**src/inc/rcr_pkg.sv**
```systemverilog
// Constants for the receiver control register bank.
// Assumes an 8-bit control bus with a 4-bit address and one sample clock.
package rcr_pkg;
	// Register addresses
	localparam logic [3:0] REG_TW_B0    = 4'h0;
	localparam logic [3:0] REG_TW_B1    = 4'h1;
	localparam logic [3:0] REG_TW_B2    = 4'h2;
	localparam logic [3:0] REG_TW_B3    = 4'h3;
	localparam logic [3:0] REG_SYNC     = 4'h4;
	localparam logic [3:0] REG_SERFMT   = 4'h5;
	localparam logic [3:0] REG_FILTFMT  = 4'h6;
	localparam logic [3:0] REG_SCALE    = 4'h7;
	localparam logic [3:0] REG_RATIO_LO = 4'h8;
	localparam logic [3:0] REG_RATIO_HI = 4'h9;
	localparam logic [3:0] REG_STATUS   = 4'ha;
	localparam logic [3:0] REG_SIGSUM   = 4'hb;
	localparam logic [3:0] REG_I_LO     = 4'hc;
	localparam logic [3:0] REG_I_HI     = 4'hd;
	localparam logic [3:0] REG_Q_LO     = 4'he;
	localparam logic [3:0] REG_Q_HI     = 4'hf;
	localparam int NUM_CFG = 10;
	// sync_control fields
	localparam int SC_SS_OFF    = 0;
	localparam int SC_RELOAD    = 1;
	localparam int SC_SUBST     = 2;
	localparam int SC_LOAD      = 3;
	localparam int SC_SYNC_LOAD = 4;
	localparam int SC_RAMP_INPUT_SEL      = 5;
	localparam int SC_TEST      = 6;
	localparam int SC_CNT_SEL   = 7;
	// serial_out_format fields
	localparam int OF_RATE_LSB  = 0;
	localparam int OF_BS_SHAPE  = 4;
	localparam int OF_BS_INV    = 5;
	localparam int OF_FS_SHAPE  = 6;
	localparam int OF_FS_INV    = 7;
	// filter_format_control fields
	localparam int FF_WIDE      = 0;
	localparam int FF_REAL      = 1;
	localparam int FF_OFFSET    = 2;
	localparam int FF_FLIP      = 3;
	localparam int FF_ILV       = 4;
	localparam int FF_MSB       = 5;
	localparam int FF_RAMP      = 6;
	localparam int FF_GATE      = 7;
	// capture_status fields
	localparam int ST_READY     = 0;
	localparam int ST_OVF       = 2;
	localparam int ST_REALFS    = 7;
	// Read masks for partly used registers
	localparam logic [7:0] MASK_NIBBLE = 8'h0f;
	localparam logic [7:0] MASK_RATIO  = 8'h3f;
	localparam logic [7:0] MASK_STATUS = 8'hfd;
	// Reset values
	localparam logic [7:0]  CFG_RST      = 8'h00;
	localparam logic [7:0]  RATIO_LO_RST = 8'h0f;
	localparam logic [11:0] RAMP_START   = 12'h800;
	// Sync counter periods as powers of two
	localparam int SYNC_LONG_LOG2  = 20;
	localparam int SYNC_SHORT_LOG2 = 8;
	typedef enum logic [1:0] {BUS_IDLE, BUS_WRITE, BUS_READ} rcr_bus_t;
endpackage : rcr_pkg

```
**src/logic/rcr_core.sv**
```systemverilog
// Receiver control register bank with the sync, tuning and serial output logic it steers.
// Assumes x, ss and as pins are synchronous to clk_in; the control bus is not.
// Operation
// - Tuning word is four bytes, low first; top byte uses only four bits.
// - Sync-mode bit 0 makes the system sync input ignored.
// - Accumulator free runs unless reload enabled; low sync reloads from frequency.
// - Substitute bit uses system sync instead of accumulator sync pin, unless sync-mode bit 0 is set.
// - Load bit copies tuning word, repeating on every tuning word write.
// - Synchronous load copies tuning word when selected accumulator sync is low.
// - Diagnostic sync reinitialises counters and accumulators every sync period.
// - Counter select takes internal sync from counter, shown on sync output.
// - Speed field makes each bit last two to the field power clocks.
// - Bit strobe pulses before transitions, or 50% clock; invertible.
// - Frame strobe pulses before frame, or spans first bit; invertible.
// - Bit and frame strobe polarities invert independently.
// - Filter bit 0 selects the wider passband filter.
// - Real format doubles output rate; host also sets offset and frame bit.
// - Offset bit centres the complex spectrum at half the sample rate.
// - Flip bit inverts the output spectrum.
// - Interleave sends alternating 16-bit I and Q on both pins.
// - Samples go LSB first, or MSB first with filter bit 5.
// - Ramp bit replaces input with ramp from -2048 to +2047, wrapping.
// - Gating bit lets accumulator sync pin gate the internal clock.
// - Gain field shifts output by its value; upper bits unused.
// - Gain overflow saturates the sample and sets the overflow flag.
// - Decimation field holds ratio minus one, host keeps 15 to 16383.
// - Write on strobe fall with write selected; read with strobe low.
// - Data bus driven only while strobe low and read selected.
`timescale 1ns/1ns
module rcr_core
	import rcr_pkg::*;
#(
	parameter int FIFO_DEPTH = 16
) (
	// Clock and reset
	input  wire logic        clk_in,
	input  wire logic        rst_in,
	// Sample and sync pins
	input  wire logic [11:0] x_in,
	input  wire logic        ss_n_in,
	input  wire logic        accum_sync_n_in,
	// Control bus
	input  wire logic        cs_n_in,
	input  wire logic        rw_in,
	input  wire logic [3:0]  addr_in,
	input  wire logic [7:0]  data_in,
	output logic      [7:0]  data_out,
	output logic             data_oe_n_out,
	// Serial outputs
	output logic             i_out,
	output logic             q_out,
	output logic             bit_strobe_out,
	output logic             frame_strobe_out,
	output logic             sync_n_out
);
	// Control bus synchronisation
	logic [13:0] bus_s;
	logic        cs_n_s;
	logic        rw_s;
	logic [3:0]  addr_s;
	logic [7:0]  wdata_s;
	logic        cs_n_prev_r;
	rcr_bus_t    bus_cyc;
	logic        wr_pulse;

	rcr_pin_sync #(.W(14)) u_bus_sync (
		.clk_in    (clk_in),
		.rst_in    (rst_in),
		.pin_in    ({cs_n_in, rw_in, addr_in, data_in}),
		.level_out (bus_s)
	);
	assign {cs_n_s, rw_s, addr_s, wdata_s} = bus_s;

	always_ff @(posedge clk_in or posedge rst_in) begin
		if (rst_in) cs_n_prev_r <= 1'b1;
		else cs_n_prev_r <= cs_n_s;
	end

	always_comb begin
		bus_cyc = BUS_IDLE;
		if (!cs_n_s && rw_s) bus_cyc = BUS_READ;
		else if (cs_n_prev_r && !cs_n_s && !rw_s) bus_cyc = BUS_WRITE;
	end
	assign wr_pulse = (bus_cyc == BUS_WRITE);

	// Configuration registers 0 to 9
	logic [7:0] cfg_r [NUM_CFG];

	always_ff @(posedge clk_in or posedge rst_in) begin
		if (rst_in) begin
			for (int i = 0; i < NUM_CFG; i++) cfg_r[i] <= CFG_RST;
			cfg_r[REG_RATIO_LO] <= RATIO_LO_RST;
		end else begin
			for (int i = 0; i < NUM_CFG; i++) begin
				if (wr_pulse && addr_s == 4'(i)) cfg_r[i] <= wdata_s;
			end
		end
	end

	logic [7:0]  sc;
	logic [7:0]  of;
	logic [7:0]  ff;
	logic [27:0] tuning_word;
	logic [13:0] downsample_setting;
	logic [3:0]  gain;
	logic [3:0]  rate;
	assign sc          = cfg_r[REG_SYNC];
	assign of          = cfg_r[REG_SERFMT];
	assign ff          = cfg_r[REG_FILTFMT];
	assign tuning_word = {cfg_r[REG_TW_B3][3:0], cfg_r[REG_TW_B2],
		cfg_r[REG_TW_B1], cfg_r[REG_TW_B0]};
	assign downsample_setting = {cfg_r[REG_RATIO_HI][5:0], cfg_r[REG_RATIO_LO]};
	assign gain = cfg_r[REG_SCALE][3:0];
	assign rate = of[OF_RATE_LSB +: 4];

	// Status and capture
	logic        ready_r;
	logic        ovf_r;
	logic [4:0]  st_misc_r;
	logic [31:0] cap_r;
	logic        push;
	logic        ovf_evt;
	logic [31:0] samp;

	always_ff @(posedge clk_in or posedge rst_in) begin
		if (rst_in) begin
			ready_r   <= 1'b0;
			st_misc_r <= '0;
			cap_r     <= '0;
		end else begin
			if (push && ready_r) begin
				cap_r   <= samp;
				ready_r <= 1'b0;
			end
			if (wr_pulse && addr_s == REG_STATUS) begin
				ready_r   <= wdata_s[ST_READY];
				st_misc_r <= wdata_s[7:3];
			end
		end
	end

	// Overflow set wins over a software clear in the same cycle
	always_ff @(posedge clk_in or posedge rst_in) begin
		if (rst_in) ovf_r <= 1'b0;
		else if (push && ovf_evt) ovf_r <= 1'b1;
		else if (wr_pulse && addr_s == REG_STATUS) ovf_r <= wdata_s[ST_OVF];
	end

	function automatic logic [7:0] rd_mux(input logic [3:0] a);
		logic [7:0] st;
		st = {st_misc_r, ovf_r, 1'b0, ready_r} & MASK_STATUS;
		case (a)
			REG_TW_B3, REG_SCALE: rd_mux = cfg_r[a] & MASK_NIBBLE;
			REG_RATIO_HI:         rd_mux = cfg_r[a] & MASK_RATIO;
			REG_STATUS:           rd_mux = st;
			REG_SIGSUM:           rd_mux = 8'h00;
			REG_I_LO:             rd_mux = cap_r[7:0];
			REG_I_HI:             rd_mux = cap_r[15:8];
			REG_Q_LO:             rd_mux = cap_r[23:16];
			REG_Q_HI:             rd_mux = cap_r[31:24];
			default:              rd_mux = cfg_r[a];
		endcase
	endfunction : rd_mux

	always_ff @(posedge clk_in or posedge rst_in) begin
		if (rst_in) begin
			data_out      <= 8'h00;
			data_oe_n_out <= 1'b1;
		end else begin
			data_out      <= (bus_cyc == BUS_READ) ? rd_mux(addr_s) : 8'h00;
			data_oe_n_out <= (bus_cyc != BUS_READ);
		end
	end

	// Sample-side pins and clock gating
	logic [11:0] x_q_r;
	logic        ss_q_r;
	logic        as_q_r;
	logic        ce;
	always_ff @(posedge clk_in or posedge rst_in) begin
		if (rst_in) begin
			x_q_r  <= '0;
			ss_q_r <= 1'b1;
			as_q_r <= 1'b1;
		end else begin
			x_q_r  <= x_in;
			ss_q_r <= ss_n_in;
			as_q_r <= accum_sync_n_in;
		end
	end
	// Gating is a clock enable here; registers simply hold their state
	assign ce = !ff[FF_GATE] || !as_q_r;

	// Sync selection
	logic        ss_eff_n;
	logic        as_sel_n;
	logic [19:0] sync_cnt_r;
	logic        cnt_tc;
	logic        int_sync_n;
	logic        reinit;
	assign ss_eff_n   = sc[SC_SS_OFF] | ss_q_r;
	assign as_sel_n   = (sc[SC_SUBST] && !sc[SC_SS_OFF]) ? ss_q_r : as_q_r;
	assign cnt_tc     = sc[SC_TEST] ? (&sync_cnt_r[SYNC_SHORT_LOG2-1:0]) : (&sync_cnt_r);
	assign int_sync_n = sc[SC_CNT_SEL] ? !cnt_tc : ss_eff_n;
	// Without diagnostic syncs the system sync still aligns the output frame
	assign reinit = sc[SC_RAMP_INPUT_SEL] ? !int_sync_n : !ss_eff_n;

	always_ff @(posedge clk_in or posedge rst_in) begin
		if (rst_in) begin
			sync_cnt_r <= '0;
			sync_n_out <= 1'b1;
		end else if (ce) begin
			sync_cnt_r <= cnt_tc ? 20'h00000 : sync_cnt_r + 20'h00001;
			sync_n_out <= int_sync_n;
		end
	end

	// Tuning word load and accumulator
	logic        tw_wr_r;
	logic [27:0] tuning_word_r;
	logic [27:0] acc_r;
	always_ff @(posedge clk_in or posedge rst_in) begin
		if (rst_in) tw_wr_r <= 1'b0;
		else tw_wr_r <= wr_pulse && (addr_s <= REG_SYNC);
	end

	always_ff @(posedge clk_in or posedge rst_in) begin
		if (rst_in) begin
			tuning_word_r <= '0;
		end else if (sc[SC_LOAD] && tw_wr_r) begin
			tuning_word_r <= tuning_word;
		end else if (ce && sc[SC_SYNC_LOAD] && !as_sel_n) begin
			tuning_word_r <= tuning_word;
		end
	end

	always_ff @(posedge clk_in or posedge rst_in) begin
		if (rst_in) acc_r <= '0;
		else if (ce && (reinit && sc[SC_RAMP_INPUT_SEL] || sc[SC_RELOAD] && !as_sel_n)) acc_r <= tuning_word_r;
		else if (ce) acc_r <= acc_r + tuning_word_r;
	end

	// Input source and crude mixer / filter
	logic [11:0]        ramp_r;
	logic signed [11:0] src;
	logic signed [12:0] mix_i;
	logic signed [12:0] mix_q;
	logic signed [12:0] prev_i_r;
	logic signed [12:0] prev_q_r;
	logic signed [12:0] flt_i;
	logic signed [12:0] flt_q;
	always_ff @(posedge clk_in or posedge rst_in) begin
		if (rst_in) ramp_r <= RAMP_START;
		else if (ce && reinit && sc[SC_RAMP_INPUT_SEL]) ramp_r <= RAMP_START;
		else if (ce) ramp_r <= ramp_r + 12'h001;
	end
	assign src   = ff[FF_RAMP] ? $signed(ramp_r) : $signed(x_q_r);
	assign mix_i = 13'(src);
	assign mix_q = acc_r[27] ? 13'(src) : -13'(src);
	// Narrow filter averages two samples; wide one passes straight through
	assign flt_i = ff[FF_WIDE] ? mix_i : 13'((14'(mix_i) + 14'(prev_i_r)) >>> 1);
	assign flt_q = ff[FF_WIDE] ? mix_q : 13'((14'(mix_q) + 14'(prev_q_r)) >>> 1);
	always_ff @(posedge clk_in or posedge rst_in) begin
		if (rst_in) begin
			prev_i_r <= '0;
			prev_q_r <= '0;
		end else if (ce) begin
			prev_i_r <= mix_i;
			prev_q_r <= mix_q;
		end
	end

	// Gain with saturation: {overflow, sample}
	function automatic logic [16:0] scale_sat(input logic signed [12:0] v, input logic [3:0] g);
		logic signed [28:0] w;
		w = 29'(v) <<< g;
		if (w > 29'sd32767) scale_sat = {1'b1, 16'h7fff};
		else if (w < -29'sd32768) scale_sat = {1'b1, 16'h8000};
		else scale_sat = {1'b0, w[15:0]};
	endfunction : scale_sat

	// Decimation, stalled by a full FIFO
	logic [13:0] dec_cnt_r;
	logic        par_r;
	logic        fifo_ready;
	logic [16:0] sc_i;
	logic [16:0] sc_q;
	logic        neg_i;
	logic        neg_q;
	logic [15:0] out_i;
	logic [15:0] out_q;
	assign sc_i    = scale_sat(flt_i, gain);
	assign sc_q    = scale_sat(flt_q, gain);
	assign ovf_evt = sc_i[16] | sc_q[16];
	assign neg_i   = ff[FF_OFFSET] & par_r ^ (ff[FF_REAL] & ff[FF_FLIP] & par_r);
	assign neg_q   = ff[FF_OFFSET] & par_r ^ ff[FF_FLIP];
	assign out_i   = neg_i ? -sc_i[15:0] : sc_i[15:0];
	assign out_q   = ff[FF_REAL] ? out_i : (neg_q ? -sc_q[15:0] : sc_q[15:0]);
	assign samp    = {out_q, out_i};
	assign push    = ce && (dec_cnt_r == '0) && fifo_ready;

	always_ff @(posedge clk_in or posedge rst_in) begin
		if (rst_in) begin
			dec_cnt_r <= '0;
			par_r     <= 1'b0;
		end else if (ce && reinit) begin
			dec_cnt_r <= downsample_setting;
			par_r     <= 1'b0;
		end else if (push) begin
			dec_cnt_r <= downsample_setting;
			par_r     <= !par_r;
		end else if (ce && dec_cnt_r != '0) begin
			dec_cnt_r <= dec_cnt_r - 14'h0001;
		end
	end

	// FIFO to the serialiser
	logic        fifo_valid;
	logic [31:0] fifo_data;
	logic        frame_end;
	rcr_fifo #(.W(32), .DEPTH(FIFO_DEPTH)) u_fifo (
		.clk_in        (clk_in),
		.rst_in        (rst_in),
		.in_valid_in   (ce && dec_cnt_r == '0),
		.in_ready_out  (fifo_ready),
		.in_data_in    (samp),
		.out_valid_out (fifo_valid),
		.out_ready_in  (ce && frame_end),
		.out_data_out  (fifo_data)
	);

	// Serialiser timing
	logic [15:0] bit_div_r;
	logic [16:0] frame_cnt_r;
	logic [16:0] frame_len;
	logic [15:0] bit_last;
	logic        bit_tick;
	logic [3:0]  bit_idx_r;
	logic        half_q_r;
	logic        first_bit_r;
	logic [31:0] word_r;
	assign bit_last  = 16'((17'h00001 << rate) - 17'h00001);
	assign bit_tick  = (bit_div_r == bit_last);
	// Real mode with the frame bit halves the frame period
	assign frame_len = (ff[FF_REAL] && st_misc_r[ST_REALFS-3]) ?
		17'({downsample_setting, 1'b0} + 15'h0002) :
		17'({downsample_setting, 2'b00} + 16'h0004);
	assign frame_end = (frame_cnt_r == frame_len - 17'h00001);

	always_ff @(posedge clk_in or posedge rst_in) begin
		if (rst_in) begin
			frame_cnt_r <= '0;
		end else if (ce) begin
			frame_cnt_r <= (reinit || frame_end) ? 17'h00000 : frame_cnt_r + 17'h00001;
		end
	end

	always_ff @(posedge clk_in or posedge rst_in) begin
		if (rst_in) begin
			bit_div_r   <= '0;
			bit_idx_r   <= '0;
			half_q_r    <= 1'b0;
			first_bit_r <= 1'b0;
			word_r      <= '0;
		end else if (ce && (frame_end || reinit)) begin
			bit_div_r   <= '0;
			bit_idx_r   <= '0;
			half_q_r    <= 1'b0;
			first_bit_r <= 1'b1;
			if (fifo_valid && frame_end) word_r <= fifo_data;
		end else if (ce) begin
			bit_div_r <= bit_tick ? 16'h0000 : bit_div_r + 16'h0001;
			if (bit_tick) begin
				bit_idx_r   <= bit_idx_r + 4'h1;
				first_bit_r <= 1'b0;
				if (bit_idx_r == 4'hf) half_q_r <= !half_q_r;
			end
		end
	end

	// Serial pins and strobes
	logic [3:0] sel_idx;
	logic       bit_i;
	logic       bit_q;
	logic       bs_raw;
	logic       fs_raw;
	assign sel_idx = ff[FF_MSB] ? 4'hf - bit_idx_r : bit_idx_r;
	assign bit_i   = ff[FF_ILV] ? word_r[{half_q_r, sel_idx}] : word_r[{1'b0, sel_idx}];
	assign bit_q   = ff[FF_ILV] ? bit_i : word_r[{1'b1, sel_idx}];
	assign bs_raw  = of[OF_BS_SHAPE] ? (bit_div_r >= 16'(bit_last + 16'h0001) >> 1) : bit_tick;
	assign fs_raw  = of[OF_FS_SHAPE] ? first_bit_r : frame_end;

	always_ff @(posedge clk_in or posedge rst_in) begin
		if (rst_in) begin
			i_out            <= 1'b0;
			q_out            <= 1'b0;
			bit_strobe_out   <= 1'b0;
			frame_strobe_out <= 1'b0;
		end else if (ce) begin
			i_out            <= bit_i;
			q_out            <= bit_q;
			bit_strobe_out   <= bs_raw ^ of[OF_BS_INV];
			frame_strobe_out <= fs_raw ^ of[OF_FS_INV];
		end
	end
endmodule : rcr_core

```
**src/logic/rcr_fifo.sv**
```systemverilog
// Sample FIFO between the decimator and the serialiser.
// Same clock on both sides; ready and valid follow the usual handshake.
`timescale 1ns/1ns
module rcr_fifo #(
	parameter int W     = 32,
	parameter int DEPTH = 16
) (
	input  wire logic         clk_in,
	input  wire logic         rst_in,
	// Fill side
	input  wire logic         in_valid_in,
	output logic              in_ready_out,
	input  wire logic [W-1:0] in_data_in,
	// Drain side
	output logic              out_valid_out,
	input  wire logic         out_ready_in,
	output logic      [W-1:0] out_data_out
);
	localparam int AW = $clog2(DEPTH);
	logic [W-1:0] mem_r [DEPTH];
	logic [AW-1:0] wr_ptr_r;
	logic [AW-1:0] rd_ptr_r;
	logic [AW:0]   count_r;
	logic          push;
	logic          pop;

	assign in_ready_out  = (count_r != (AW+1)'(DEPTH));
	assign out_valid_out = (count_r != '0);
	assign out_data_out  = mem_r[rd_ptr_r];
	assign push          = in_valid_in && in_ready_out;
	assign pop           = out_valid_out && out_ready_in;

	always_ff @(posedge clk_in) begin
		if (push) begin
			mem_r[wr_ptr_r] <= in_data_in;
		end
	end

	always_ff @(posedge clk_in or posedge rst_in) begin
		if (rst_in) begin
			wr_ptr_r <= '0;
			rd_ptr_r <= '0;
			count_r  <= '0;
		end else begin
			if (push) wr_ptr_r <= AW'((wr_ptr_r + 1'b1) % DEPTH);
			if (pop) rd_ptr_r <= AW'((rd_ptr_r + 1'b1) % DEPTH);
			count_r <= count_r + (AW+1)'(push) - (AW+1)'(pop);
		end
	end
endmodule : rcr_fifo

```
**src/logic/rcr_pin_sync.sv**
```systemverilog
// Three-stage synchroniser for a group of asynchronous pins.
// The group changes only once stages two and three agree.
`timescale 1ns/1ns
module rcr_pin_sync #(
	parameter int W = 1
) (
	input  wire logic         clk_in,
	input  wire logic         rst_in,
	input  wire logic [W-1:0] pin_in,
	output logic      [W-1:0] level_out
);
	logic [W-1:0] s1_r;
	logic [W-1:0] s2_r;
	logic [W-1:0] s3_r;

	always_ff @(posedge clk_in or posedge rst_in) begin
		if (rst_in) begin
			s1_r <= '1;
			s2_r <= '1;
			s3_r <= '1;
		end else begin
			s1_r <= pin_in;
			s2_r <= s1_r;
			s3_r <= s2_r;
		end
	end

	always_ff @(posedge clk_in or posedge rst_in) begin
		if (rst_in) begin
			level_out <= '1;
		end else if (s2_r == s3_r) begin
			level_out <= s3_r;
		end
	end
endmodule : rcr_pin_sync
```
**config.mk**
```make
export PLATFORM = sky130hd
export DESIGN_NAME = rcr_core
export DESIGN_NICKNAME = d
export VERILOG_FILES = /design/src/inc/rcr_pkg.sv /design/src/logic/rcr_core.sv /design/src/logic/rcr_fifo.sv /design/src/logic/rcr_pin_sync.sv
export SDC_FILE = /design/constraint.sdc
export NUM_CORES = 2
export LEC_CHECK = 0
export BUFFER_PORTS_ARGS = -buffer_cell sky130_fd_sc_hd__buf_4
export CAP_MARGIN = 20
export CORE_MARGIN = 2
export CORE_UTILIZATION = 39
export CTS_CLUSTER_DIAMETER = 80
export DETAILED_ROUTE_END_ITERATION = 10
export HOLD_SLACK_MARGIN = 0.12
export PLACE_DENSITY = 0.56
export SYNTH_ARGS = -nofsm -noshare
export SYNTH_HDL_FRONTEND = slang
export SYNTH_SLANG_ARGS = --single-unit
```
**constraint.sdc**
```tcl
create_clock -name clk_in -period 40.9 [get_ports clk_in]
set_clock_uncertainty 0.2 [all_clocks]
set_input_delay 6.135 -clock clk_in [delete_from_list [all_inputs] [get_ports clk_in]]
set_output_delay 6.135 -clock clk_in [all_outputs]
set_load 0.02 [all_outputs]
```
==> results.yml <==
synth:
  synth_seq_cells: 925
  netlist.area_leader.share_pct: 32.9
  yosysSeqAreaShare_pct: 55.2
  yosysUniqueCellTypes: 130
  yosysTopAreaCell: "edfxtp_1"
  synthTopCellsByArea: "edfxtp_1, dfrtp_1, mux4_2"
  syn-cell-area_sq_um: 46800
  synth_top_flop_cell: "edfxtp_1"
  synthCells: 3868
  synth_edf_count: 512
  synthesis.nets: 3991
  syn_area_per_cell_sq_um: 12.1
  async_reset_ff_share_pct: 44.6
  yosys_warnings: 0
worst_setup_path:
  cp_data_arrival_time_ns: 8.28
  critPathMaxFanout: 23
  path_class: "reg2reg"
  crit_required_ns: 41.08
  critPathLaunchType: "flop"
  cp-end-kind: "flop"
routing:
  post_drt_wl_per_cell_um: 22.4
  num_vias: 31500
  remaining_drc_errors: 0
  drt_wl_total_mm: 124
  drtIter0Drc: 2604
  dr.pass1.iters: 6
  vias_per_cell: 5.66
  ant_nets: 0
sta:
  hold_violations: 0
  slew_headroom_pct: 29.2
  worstMarginPinSlew_ns: 1.06
  finalSetupViolCount: 0
  fmax_ghz: 0.123
  finalMaxSlewViolations: 0
  fin_crit_sh_pct: 19.8
  rsz0062_at_grt: "false"
  fin_crit_ns: 8.10
  tns_ns: 0
power:
  p_leak_nw: 19.8
  ir_worst_vdd_mv: 0.0361
  powerDensity_nw_per_um2: 53.4
clock_network:
  cts.repair.resized: 0
  clkTransAtPathRegs_ns: 0.06
  cts_buffer_depth: 3
  tritoncts: "yes"
  cts_setup_buffers: 0
  cts_sinks: 925
  cts_inserted_buffers: 99
  clk_latency_ns: 0.71
  cts_root_buf: "clkbuf_16"
  htree_num_levels: 3
  cts_hold_buffers: 0
global_route:
  grt_pass1_wl_mm: 190
  grt_pass1_vias: 30700
  grt_usage_pct: 20.2
  overflow: 0
  antenna_found_initial: 3
  grt_max_degree: 168
run_status:
  outcome: "finished clean"
cells_and_area:
  design_area_sq_um: 52200
  antenna_cells: 0
  final_nets: 3985
  drive_gt1_share_pct: 18.1
  syn2layout_area_growth_pct: 11.7
  stdcell_count: 5559
place:
  place_area_sq_um: 48900
  place_hpwl_mm: 80.8
  gp_congestion: 0.890
  dp_cells: 5370
  numPortBuffers: 43
floorplanning:
  start_util_pct: 39.1
  coreArea_sq_um: 119000
  die_area_sq_um: 123000
  num_rows: 127
  die_width_um: 350
  ios: 44
  die_h_um: 350
worst_hold_path:
  hold_class: "reg2reg"
run:
  drv_cap: 0
cell usage after synthesis, drive strengths merged, types with 10 or more instances:
cell / instances
edfxtp: 512
nand2: 392
dfrtp: 347
nor2: 317
o21ai: 195
clkbuf: 173
a21oi: 172
mux4: 145
mux2: 132
nand3: 101
xnor2: 100
mux2i: 99
nor3: 96
inv: 90
ha: 89
dfstp: 66
xor2: 66
a21o: 63
buf: 56
a31oi: 40
a221oi: 38
and3: 36
nand4: 33
nand2b: 31
and2: 26
a211oi: 25
nor2b: 24
o211ai: 24
or3: 22
a222oi: 21
o31ai: 21
nor4: 19
o21a: 18
a22oi: 17
o22ai: 16
a22o: 15
o2111ai: 13
nor3b: 12
or2: 12
o221ai: 10
worst max-delay path: stages (launching register included):
cell and delay, ns:
dfrtp_1 0.45, buf_4 0.41, mux2i_1 0.41, inv_1 0.16
xnor2_1 0.47, inv_1 0.09, ha_1 0.40, or2_1 0.28
o311a_1 0.15, o31a_1 0.35, o21ai_1 0.36, mux2i_1 0.39
a32o_1 0.25, a22oi_1 0.07, o311ai_1 0.29, o221ai_1 0.19
o21ai_2 0.59, nand2_2 0.35, a21oi_1 0.23, ha_1 0.19
nand3_1 0.14, a21oi_4 0.20, nand4_1 0.18, o21a_1 0.25
mux2_2 0.27, mux2_2 0.42
routing by layer:
| metal | up-vias | track usage (%) | wire length [um] |
|---|---|---|---|
| li1 | 14600 | - | - |
| met1 | 15900 | 28.2 | 56400 |
| met2 | 786 | 32.9 | 58900 |
| met4 | 0 | 6.02 | 3340 |
| met3 | 187 | 2.43 | 5710 |
| met5 | - | 0 | 0 |
through the flow:
step	util [%]	worst slack [ns]	hold WS, ns	power [mW]
global route	43.7	32.17	0.137	2.91
finish	43.7	32.80	0.131	2.79
CTS	43.7	32.50	0.135	2.82
global placement	40.9	31.92	0.146	1.90
floorplan	-	23.18	0.145	1.67
detailed placement	40.9	31.87	0.147	1.91
power breakdown:
group / leakage (nW) / switching [mW] / internal [mW]
registers: 9.92 / 0.0586 / 1.16
clock network: 1.62 / 0.380 / 0.521
logic: 8.26 / 0.404 / 0.262
worst paths after layout:
kind | start | endpoint | slack [ns] | cells past startpoint
max | ff[6] | u_fifo.mem_r[1][30] | 32.80 | 25
min | u_bus_sync.s1_r[7] | u_bus_sync.s2_r[7] | 0.13 | 0
max reg2reg | ff[6] | u_fifo.mem_r[1][30] | 32.80 | 25
min reg2reg | u_bus_sync.s1_r[7] | u_bus_sync.s2_r[7] | 0.13 | 0
max in group asynchronous | rst_in | u_bus_sync.s1_r[2] | 32.88 | 5
min in group asynchronous | rst_in | prev_i_r[10] | 5.30 | 2
registers in the layout, summed over array words and instances, names as in the netlist, 16 cells and up:
| signal | flops |
|---|---|
| bit_div_r | 16 |
| cap_r | 32 |
| sync_cnt_r | 20 |
| frame_cnt_r | 17 |
| u_fifo.mem_r | 512 |
| tuning_word_r | 28 |
| acc_r | 28 |
| word_r | 32 |
| cfg_r | 53 |
layout make-up:
class / instances / area [sq um]
Inverter: 91 / 352
Multi-Input combinational cell: 2623 / 19800
Sequential cell: 925 / 25800
Tap cell: 1612 / 2020
Fill cell: 11200 / 67300
Timing Repair Buffer: 122 / 940
Clock buffer: 140 / 2810
Clock inverter: 46 / 480
layout by cell type (no fill, tap or decap), types with 21 or more instances in the layout:
cell       count
edfxtp_1     512
nand2_1      390
dfrtp_1      343
nor2_1       304
o21ai_0      179
a21oi_1      169
mux4_2       145
mux2_2       129
buf_4        117
nand3_1      101
xnor2_1      100
clkbuf_16    100
mux2i_1       93
ha_1          89
nor3_1        88
inv_1         81
xor2_1        66
dfstp_2       66
a21o_1        62
a31oi_1       39
and3_1        36
a221oi_1      36
nand4_1       33
nand2b_1      31
and2_1        24
clkbuf_1      24
o211ai_1      23
a211oi_1      23
or3_1         22
nor2b_1       22
a222oi_1      21
cells by family after synthesis:
| kind of cell | Yosys count | synth area share [%] |
|---|---|---|
| muxes | 376 | 12.4 |
| buffers and inverters | 320 | 2.73 |
| and+or+nand+nor | 1159 | 11.6 |
| xor gates and xnor gates | 166 | 3.11 |
| AOI/OAI and AO/OA | 829 | 12.4 |
| adders and majority gates | 93 | 2.55 |
| DFF | 925 | 55.2 |
No activity file was read; power rests on OpenSTA's default activity.
